$ cat src/rxd_pkg.sv
// Constants shared by the serial receive front end.
// Assumes a 100 MHz system clock and a 9600 bps idle-high line.
package rxd_pkg;

  // ----------------------------------------------------------------
  // Timing
  // ----------------------------------------------------------------
  localparam int CLK_NS      = 10;
  localparam int BIT_NS      = 104000;
  localparam int HALF_BIT_NS = 52000;
  localparam int FRAME_END_NS = 924000;
  // Three cycles of the 2 MHz oscillator
  localparam int LATCH_DLY_NS = 1500;
  localparam int BIT_CYC      = (BIT_NS + CLK_NS - 1) / CLK_NS;
  localparam int HALF_BIT_CYC = (HALF_BIT_NS + CLK_NS - 1) / CLK_NS;
  localparam int FRAME_END_CYC = (FRAME_END_NS + CLK_NS - 1) / CLK_NS;
  localparam int LATCH_DLY_CYC = (LATCH_DLY_NS + CLK_NS - 1) / CLK_NS;
  localparam int FRAME_BITS   = 10;
  localparam int DATA_BITS    = 8;

  // ----------------------------------------------------------------
  // Register map
  // ----------------------------------------------------------------
  localparam logic [7:0] CTRL_OFS   = 8'h00;
  localparam logic [7:0] STATUS_OFS = 8'h04;
  localparam logic [7:0] DATA_OFS   = 8'h08;
  localparam logic [7:0] LAST_OFS   = 8'h0C;
  localparam int CTRL_EN_BIT    = 0;
  localparam int STAT_BUSY_BIT  = 0;
  localparam int STAT_AVAIL_BIT = 1;
  localparam int STAT_FULL_BIT  = 2;
  localparam int STAT_OVR_BIT   = 3;
  localparam logic CTRL_EN_RST  = 1'b1;
  localparam int FIFO_DEPTH     = 16;

  typedef enum logic [3:0] {
    ST_IDLE  = 4'h1,
    ST_HALF  = 4'h2,
    ST_SHIFT = 4'h4,
    ST_END   = 4'h8
  } rxd_state_t;

endpackage

$ cat src/rxd_deserializer.sv
// Serial-to-parallel receive front end with a byte FIFO and APB registers.
// Assumes rxLine is asynchronous to sys_clk and idles high between frames.
//
// Contract
// - A frame is start, eight data, stop; only data bits are kept.
// - A new frame is found by a falling edge on the line.
// - Each falling edge gives an edge pulse of exactly one cycle.
// - The edge pulse sets the start latch, which holds high.
// - Latch start plus 924 us raises frame end.
// - Shift ticks are spaced one 104 us bit period apart.
// - Shift ticks occur only during a frame, never while idle.
// - Bits enter LSB first, byte presented on bits [7:0].
// - Frame end clears the bit counter; the start latch clears after the latch delay.
// - Latch clears three 2 MHz cycles after frame end.
// - Select is low while shifting and high after the frame.
// - First shift tick comes half a bit after the latch sets.
// - Bit counter runs only after the half-bit delay is over.
// - After the frame the byte is presented on parallel outputs.

`timescale 1ns/10ps
`default_nettype none

// ------------------------------------------------------------------
// Byte FIFO
// ------------------------------------------------------------------
module rxd_fifo #(
  parameter int WIDTH = 8,
  parameter int DEPTH = 16
) (
  input  wire logic             sys_clk,
  input  wire logic             rst_b,
  input  wire logic [WIDTH-1:0] inData,
  input  wire logic             inValid,
  output logic                  inReady,
  output logic [WIDTH-1:0]      outData,
  output logic                  outValid,
  input  wire logic             outReady
);
  localparam int AW = $clog2(DEPTH);

  logic [WIDTH-1:0] mem [DEPTH];
  logic [AW:0]      wrPtr_q;
  logic [AW:0]      rdPtr_q;

  initial begin
    if (DEPTH < 2 || (1 << AW) != DEPTH || WIDTH < 1)
      $error("rxd_fifo: DEPTH must be a power of two >= 2");
  end

  assign outValid = (wrPtr_q != rdPtr_q);
  assign inReady  = (wrPtr_q[AW-1:0] != rdPtr_q[AW-1:0])
                    || (wrPtr_q[AW] == rdPtr_q[AW]);
  assign outData  = mem[rdPtr_q[AW-1:0]];

  always_ff @(posedge sys_clk) begin
    if (inValid && inReady) begin
      mem[wrPtr_q[AW-1:0]] <= inData;
    end
  end

  always_ff @(posedge sys_clk or negedge rst_b) begin
    if (!rst_b) begin
      wrPtr_q <= '0;
      rdPtr_q <= '0;
    end else begin
      if (inValid && inReady) begin
        wrPtr_q <= wrPtr_q + 1'b1;
      end
      if (outValid && outReady) begin
        rdPtr_q <= rdPtr_q + 1'b1;
      end
    end
  end
endmodule

// ------------------------------------------------------------------
// Receive front end
// ------------------------------------------------------------------
module rxd_deserializer #(
  parameter int HALF_CYC  = rxd_pkg::HALF_BIT_CYC,
  parameter int BIT_CYC   = rxd_pkg::BIT_CYC,
  parameter int END_CYC   = rxd_pkg::FRAME_END_CYC,
  parameter int FIFO_DPTH = rxd_pkg::FIFO_DEPTH
) (
  input  wire logic        sys_clk,
  input  wire logic        rst_b,
  input  wire logic        rxLine,
  input  wire logic [7:0]  paddr,
  input  wire logic        psel,
  input  wire logic        penable,
  input  wire logic        pwrite,
  input  wire logic [31:0] pwdata,
  output logic [31:0]      prdata,
  output logic             pready,
  output logic             pslverr,
  output logic [7:0]       parOut,
  output logic             shiftSelN
);
  import rxd_pkg::*;

  localparam int CW = 20;

  initial begin
    if (HALF_CYC < 1 || BIT_CYC <= HALF_CYC || END_CYC >= (1 << CW)
        || END_CYC <= HALF_CYC + (DATA_BITS * BIT_CYC))
      $error("rxd_deserializer: timing counts out of range");
  end

  rxd_state_t      state_q;
  logic            rxMeta_q, rxSync_q, rxPrev_q;
  logic            edgePulse_q;
  logic [CW-1:0]   frameCnt_q;
  logic [CW-1:0]   bitCnt_q;
  logic [7:0]      pipeCnt_q;
  logic [7:0]      shift_q;
  logic [3:0]      tickNum_q;
  logic            rxEnable_q;
  logic            overrun_q;
  logic            pready_q;
  logic            shiftTick;
  logic            frameDone;
  logic            fifoInReady, fifoOutValid;
  logic [7:0]      fifoOutData;
  logic            apbSetup, apbDone, popFifo, ovrClear;

  // ----------------------------------------------------------------
  // Line synchroniser and edge pulse
  // ----------------------------------------------------------------
  always_ff @(posedge sys_clk or negedge rst_b) begin
    if (!rst_b) begin
      rxMeta_q <= 1'b1;
      rxSync_q <= 1'b1;
      rxPrev_q <= 1'b1;
    end else begin
      rxMeta_q <= rxLine;
      rxSync_q <= rxMeta_q;
      rxPrev_q <= rxSync_q;
    end
  end

  always_ff @(posedge sys_clk or negedge rst_b) begin
    if (!rst_b) begin
      edgePulse_q <= 1'b0;
    end else begin
      edgePulse_q <= rxPrev_q && !rxSync_q;
    end
  end

  // ----------------------------------------------------------------
  // Frame sequencer; any state but idle is the start latch
  // ----------------------------------------------------------------
  // half-bit then bit ticks
  assign shiftTick = ((state_q == ST_HALF)
                      && (frameCnt_q == CW'(HALF_CYC - 1)))
                  || ((state_q == ST_SHIFT)
                      && (bitCnt_q == CW'(BIT_CYC - 1)));
  assign frameDone = (state_q == ST_END)
                     && (pipeCnt_q == 8'(LATCH_DLY_CYC - 1));

  always_ff @(posedge sys_clk or negedge rst_b) begin
    if (!rst_b) begin
      state_q <= ST_IDLE;
    end else begin
      unique case (state_q)
        ST_IDLE: begin
          if (edgePulse_q && rxEnable_q) begin
            state_q <= ST_HALF;
          end
        end
        ST_HALF: begin
          if (shiftTick) begin
            state_q <= ST_SHIFT;
          end
        end
        ST_SHIFT: begin
          if (frameCnt_q == CW'(END_CYC - 1)) begin
            state_q <= ST_END;
          end
        end
        ST_END: begin
          if (frameDone) begin
            state_q <= ST_IDLE;
          end
        end
      endcase
    end
  end

  always_ff @(posedge sys_clk or negedge rst_b) begin
    if (!rst_b) begin
      frameCnt_q <= '0;
    end else if (state_q == ST_IDLE) begin
      frameCnt_q <= '0;
    end else begin
      frameCnt_q <= frameCnt_q + 1'b1;
    end
  end

  // bit counter, cleared on each tick and outside the shift state
  always_ff @(posedge sys_clk or negedge rst_b) begin
    if (!rst_b) begin
      bitCnt_q <= '0;
    end else if (state_q != ST_SHIFT || shiftTick) begin
      bitCnt_q <= '0;
    end else begin
      bitCnt_q <= bitCnt_q + 1'b1;
    end
  end

  always_ff @(posedge sys_clk or negedge rst_b) begin
    if (!rst_b) begin
      pipeCnt_q <= '0;
    end else if (state_q != ST_END) begin
      pipeCnt_q <= '0;
    end else begin
      pipeCnt_q <= pipeCnt_q + 1'b1;
    end
  end

  // LSB-first shift; start bit falls out after nine ticks
  always_ff @(posedge sys_clk or negedge rst_b) begin
    if (!rst_b) begin
      shift_q   <= '0;
      tickNum_q <= '0;
    end else begin
      if (shiftTick) begin
        shift_q   <= {rxSync_q, shift_q[7:1]};
        tickNum_q <= tickNum_q + 1'b1;
      end else if (state_q == ST_IDLE) begin
        tickNum_q <= '0;
      end
    end
  end

  // select low only from latch set until frame end, half-bit delay included
  always_ff @(posedge sys_clk or negedge rst_b) begin
    if (!rst_b) begin
      shiftSelN <= 1'b1;
    end else begin
      shiftSelN <= !((state_q == ST_IDLE && edgePulse_q && rxEnable_q)
                  || state_q == ST_HALF
                  || (state_q == ST_SHIFT && frameCnt_q != CW'(END_CYC - 1)));
    end
  end

  always_ff @(posedge sys_clk or negedge rst_b) begin
    if (!rst_b) begin
      parOut <= '0;
    end else if (frameDone) begin
      parOut <= shift_q;
    end
  end

  // ----------------------------------------------------------------
  // Byte FIFO; a full FIFO drops the byte and flags overrun
  // ----------------------------------------------------------------
  rxd_fifo #(
    .WIDTH (DATA_BITS),
    .DEPTH (FIFO_DPTH)
  ) uFifo (
    .sys_clk  (sys_clk),
    .rst_b    (rst_b),
    .inData   (shift_q),
    .inValid  (frameDone),
    .inReady  (fifoInReady),
    .outData  (fifoOutData),
    .outValid (fifoOutValid),
    .outReady (popFifo)
  );

  // ----------------------------------------------------------------
  // APB slave, one wait state
  // ----------------------------------------------------------------
  assign apbSetup = psel && penable && !pready_q;
  assign apbDone  = psel && penable && pready_q;
  assign popFifo  = apbDone && !pwrite && paddr == DATA_OFS;
  assign ovrClear = apbDone && pwrite && paddr == STATUS_OFS
                    && pwdata[STAT_OVR_BIT];
  assign pready   = pready_q;

  always_ff @(posedge sys_clk or negedge rst_b) begin
    if (!rst_b) begin
      pready_q <= 1'b0;
      prdata  <= '0;
      pslverr <= 1'b0;
    end else begin
      pready_q <= apbSetup;
      if (apbSetup) begin
        pslverr <= 1'b0;
        prdata  <= '0;
        unique case (paddr)
          CTRL_OFS:   prdata[CTRL_EN_BIT] <= rxEnable_q;
          STATUS_OFS: prdata[3:0] <= {overrun_q, !fifoInReady,
                                      fifoOutValid, state_q != ST_IDLE};
          DATA_OFS:   prdata[7:0] <= fifoOutValid ? fifoOutData : 8'h00;
          LAST_OFS:   prdata[7:0] <= parOut;
          default:    pslverr <= 1'b1;
        endcase
      end
    end
  end

  always_ff @(posedge sys_clk or negedge rst_b) begin
    if (!rst_b) begin
      rxEnable_q <= CTRL_EN_RST;
    end else if (apbDone && pwrite && paddr == CTRL_OFS) begin
      rxEnable_q <= pwdata[CTRL_EN_BIT];
    end
  end

  // A drop in the same cycle as a clear still sets the flag
  always_ff @(posedge sys_clk or negedge rst_b) begin
    if (!rst_b) begin
      overrun_q <= 1'b0;
    end else if (frameDone && !fifoInReady) begin
      overrun_q <= 1'b1;
    end else if (ovrClear) begin
      overrun_q <= 1'b0;
    end
  end

  int halfI;
  int bitI;
  int endI;
  assign halfI = HALF_CYC;
  assign bitI  = BIT_CYC;
  assign endI  = END_CYC;
endmodule

`default_nettype wire

$ cat config.mk
export PLATFORM = sky130hd
export DESIGN_NAME = rxd_deserializer
export DESIGN_NICKNAME = d
export VERILOG_FILES = /design/src/rxd_pkg.sv /design/src/rxd_deserializer.sv
export SDC_FILE = /design/constraint.sdc
export NUM_CORES = 1
export LEC_CHECK = 0
export CORE_UTILIZATION = 60
export CTS_CLUSTER_DIAMETER = 80
export DETAILED_ROUTE_END_ITERATION = 12
export DONT_BUFFER_PORTS = 1
export GPL_ROUTABILITY_DRIVEN = 0
export PLACE_DENSITY = 0.75
export SYNTH_ARGS = -nofsm -noshare
export SYNTH_HDL_FRONTEND = slang
export SYNTH_HIERARCHICAL = 1
export SYNTH_SLANG_ARGS = --single-unit
$ cat constraint.sdc
create_clock -name sys_clk -period 7 [get_ports sys_clk]
set_input_delay 1.4 -clock sys_clk [delete_from_list [all_inputs] [get_ports sys_clk]]
set_output_delay 1.4 -clock sys_clk [all_outputs]
set_load 0.005 [all_outputs]
==> run summary <==
The initial utilization of the core area, before any placement, comes to 61.8%. For this block, the routed nets add up to 19200 um of wire. The floorplan step set the die width to ~130 um. In this run the worst setup path begins at state_q[2].

The root cell of the clock tree is clkbuf_16. Buffers inserted during clock tree synthesis total 22. The number of resized instances in the post-cts repair step came out at 0. In this run the worst hold path is classified as reg -> reg. In this design, the largest share of critical-path delay is due to simple AND/OR/NAND/NOR gates.

The worst register-to-register path has a depth of 4. For the worst setup path, the data required time is between 7000 and 8000 ps. The multi-input combinational cells in the finished layout cover a total of between 3000 and 4000 sq um. The die is 130 um tall. The TritonCTS clock tree is yes. The share of Yosys cell area claimed by the top area cell type came out at 39.0%. The antenna cell count is 0. The filler-free cell count of the finished design is about 930.

The total global routing track utilization is between 20% and 30%. Dividing the final minimum period by the clock period gives a little over half. A synthesized cell averages about 14 sq um. The number of routed nets with antenna violations is 0. The post-synthesis instance total is 698. Across the run, the number of max-cap violations was 0. The worst stage delay on the critical path is 1050 ps. Ranked by total cell area, the synthesized netlist is headed by edfxtp_1 (39%), dfrtp_1 (23%), mux4_2 (3.9%).

The number of iterations in the first detailed-routing pass came out at 5. The number of buffers on the longest clock path is 3. The worst-case IR drop observed on VDD is 146 uV. In this run, distinct cell masters in the synthesized netlist total 65. Of all cell types, the one taking the most synthesized area is edfxtp_1. The area growth from synthesis to layout is 7.30%.

The fraction of synthesis flops using an asynchronous set or reset pin is between 40% and 50%. The arrival time reported for the critical path endpoint is between 3000 and 4000 ps. The boundary pin count came out at 89.

Along the worst path, the maximum fanout reaches 16. The most common flop cell mapped by yosys is edfxtp_1. The net total in the final layout came out at ~750.

The final number of setup-violating endpoints came out at 0. STA classifies the critical path endpoint as a flip-flop. The post-synthesis cell area is slightly below 10000 sq um. For this run, design rule violations remaining after detail routing come to 0.

The largest individual stage delay along the critical path comes from the cell nor3_1. At the end of the flow the core is filled with cells to roughly 66%. The initial detailed-routing violation count came out at about 430.

The count of warnings emitted by yosys is 6. The total negative slack came out at 0 ps. The layout has between 1000 and 1500 filler cells.

Setup repair after global routing left no endpoint under its margin. The clock transition at the registers of the reported paths came out at 60 ps. Once the clock tree was built, the setup fixing pass inserted 0 buffers. Walking the worst path, the cells encountered are or4b_2 -> nor2_2 -> o211ai_1 -> nor3_1. The via total after detailed routing came out at 5878. STA classifies the critical path startpoint as a flip-flop. The flow ran to the end, and the final reports show no timing, DRC or antenna violations. The number of enable-type register cells in the synthesized netlist is approximately 130. The final count of pins violating max slew came out at 0. For flop-to-flop paths, the worst setup slack is between 3000 and 4000 ps.

The total buffers and inverters traversed by the critical path is 0. The standard cell core area is roughly 16000 sq um. The routed wirelength normalized by instance count is about 21 um. The clock insertion delay at the later pin of the skew report is approximately 500 ps. The floorplan step defined a die boundary enclosing about 17000 sq um. The leakage power figure is about 3.4 nW. The number of global-route vias before repair is 5600.

The per-cell via count in the routed design is about 6.4. Headroom to the max-slew limit came out at between 10% and 20%. The final setup skew is 17.7 ps. The logic depth of the worst path, buffers included came out at 4.

The power density over cell area is 235 nW/um^2. The count of buffers added on input and output ports is 0. The sequential-to-total area share from yosys stat is approximately 63%. By startpoint and endpoint, the worst setup path is classified as reg -> reg. The area taken by flip-flops and latches came out at between 6000 and 7000 sq um. Subtracting the final worst setup slack from the clock period gives between 3000 and 4000 ps. The final global-route overflow total came out at 0. The final hold violation count is 0.

The initial antenna violation count came out at 0. The number of hold buffers added after cts came out at 0. Timing would allow up to 263 MHz.

In this run the critical register-to-register path is launched from state_q[2]. The maximum level of the CTS H-tree came out at 1. The share of post-route cells with drive strength above 1 is 12.7%. The terminus of the critical flop-to-flop path is uFifo/mem[0][6].

The endpoint of the most critical setup path is uFifo/mem[0][6]. The actual transition at the worst max-transition pin came out at roughly 1300 ps. The first global-routing pass estimated 29900 um of wire. The largest net degree at the start of global routing came out at 96. The floorplan has 46 rows.

The number of flip-flops and latches in the synthesized netlist came out at between 200 and 250. Summed over all nets, the half-perimeter wirelength after detailed placement is about 12000 um. CTS saw roughly 220 sinks. The number of instances in the placed design came out at 886.
how the worst min path moves through the flow:
stage | depth (start not counted) | slack [ps] | from | endpoint
floorplan | 0 | 350 | rxMeta_q | rxSync_q
global placement | 0 | 360 | rxMeta_q | rxSync_q
detailed placement | 0 | 350 | rxMeta_q | rxSync_q
CTS | 0 | 360 | rxMeta_q | rxSync_q
global route | 0 | 370 | rxMeta_q | rxSync_q
finish | 0 | 360 | rxMeta_q | rxSync_q
report_power, final:
part           internal (mW)  total, mW  switching [mW]
sequential              1.38       1.38         0.00120
clock                  0.652       1.10           0.448
combinational        0.00159    0.00713         0.00554
total                   2.04       2.49           0.455
metal layers:
metal,track usage (%),up-vias,routed length [um]
met5,0,-,0
met2,38.2,245,9190
li1,-,2612,-
met3,4.84,38,1500
met4,9.37,0,570
met1,32.0,2983,7920
layout by cell type (no fill, tap or decap), types with 5 or more instances in the layout:
master | Yosys | layout
or4_1 | 6 | 6
xor2_1 | 14 | 14
dfrtp_1 | 89 | 88
nor4_1 | 6 | 6
a32oi_1 | 8 | 8
mux4_1 | 7 | 7
or3_1 | 13 | 13
nand4_1 | 12 | 12
nor2b_1 | 5 | 5
o21ai_1 | 8 | 8
dfstp_2 | 6 | 6
nand2_1 | 32 | 32
mux2i_1 | 24 | 24
nand3_1 | 23 | 23
a211oi_1 | 7 | 7
and4_1 | 6 | 6
inv_1 | 15 | 15
a22oi_1 | 14 | 14
nor2_1 | 38 | 38
nor3_1 | 26 | 26
clkbuf_1 | 13 | 10
o31ai_1 | 6 | 6
xnor2_1 | 20 | 20
and3_1 | 5 | 5
conb_1 | 1 | 24
ha_1 | 9 | 9
mux4_2 | 17 | 17
mux2_2 | 17 | 17
clkbuf_16 | 0 | 23
o21ai_0 | 18 | 18
edfxtp_1 | 128 | 128
a21oi_1 | 14 | 14
logic make-up after synthesis:
logic type               count (synthesis)  synth area share (%)
other                                    1                0.0380
multiplexers                            67                  10.4
adder cells (fa/ha/maj)                  9                  1.14
flip-flops                             223                  63.2
XOR/XNOR                                38                  3.68
AO/OA/AOI/OAI                           94                  6.52
AND/OR/NAND/NOR                        197                  11.0
buffers and inverters                   69                  4.06
stage by stage:
stage               power, mW  hold WS (ps)  instance area (sq um)  setup slack [ps]
global route             2.57           367                  10600              3040
detailed placement       1.42           355                   9900              2960
finish                   2.49           364                  10600              3190
CTS                      2.52           364                  10600              3230
global placement         1.42           355                   9900              3130
floorplan                1.43           345                   9940              3520
state kept, by name, indices dropped and copies added, names as in the netlist, 4 cells and up:
register / flops
shift_q: 8
frameCnt_q: 20
uFifo/rdPtr_q: 5
bitCnt_q: 20
uFifo/wrPtr_q: 5
pipeCnt_q: 8
prdata: 8
uFifo/mem: 128
state_q: 4
parOut: 8
synth_stat cells, drive strengths merged, types with 5 or more instances:
master  number
and3         5
nor4         6
ha           9
dfrtp       89
nand3       25
nor4b        5
nor2        39
a211oi       7
edfxtp     128
nor3        26
o31ai        6
and4         6
or4          6
buf         41
mux2        19
o21ai       28
a22oi       14
nand2       32
xnor2       24
dfstp        6
clkbuf      13
a32oi        8
a21oi       14
nor2b        5
mux4        24
or3         14
o211ai       5
xor2        14
inv         15
nand4       13
mux2i       24
area by class of cell:
type	instances	share of cell area [%]
tap	216	2.56
timing repair buffer	3	0.213
inverter	15	0.532
clock buffer	34	5.93
multi-input combinational	429	31.4
sequential	223	58.9
clock inverter	5	0.473
Note: power is estimated with default switching activity, not from simulation.
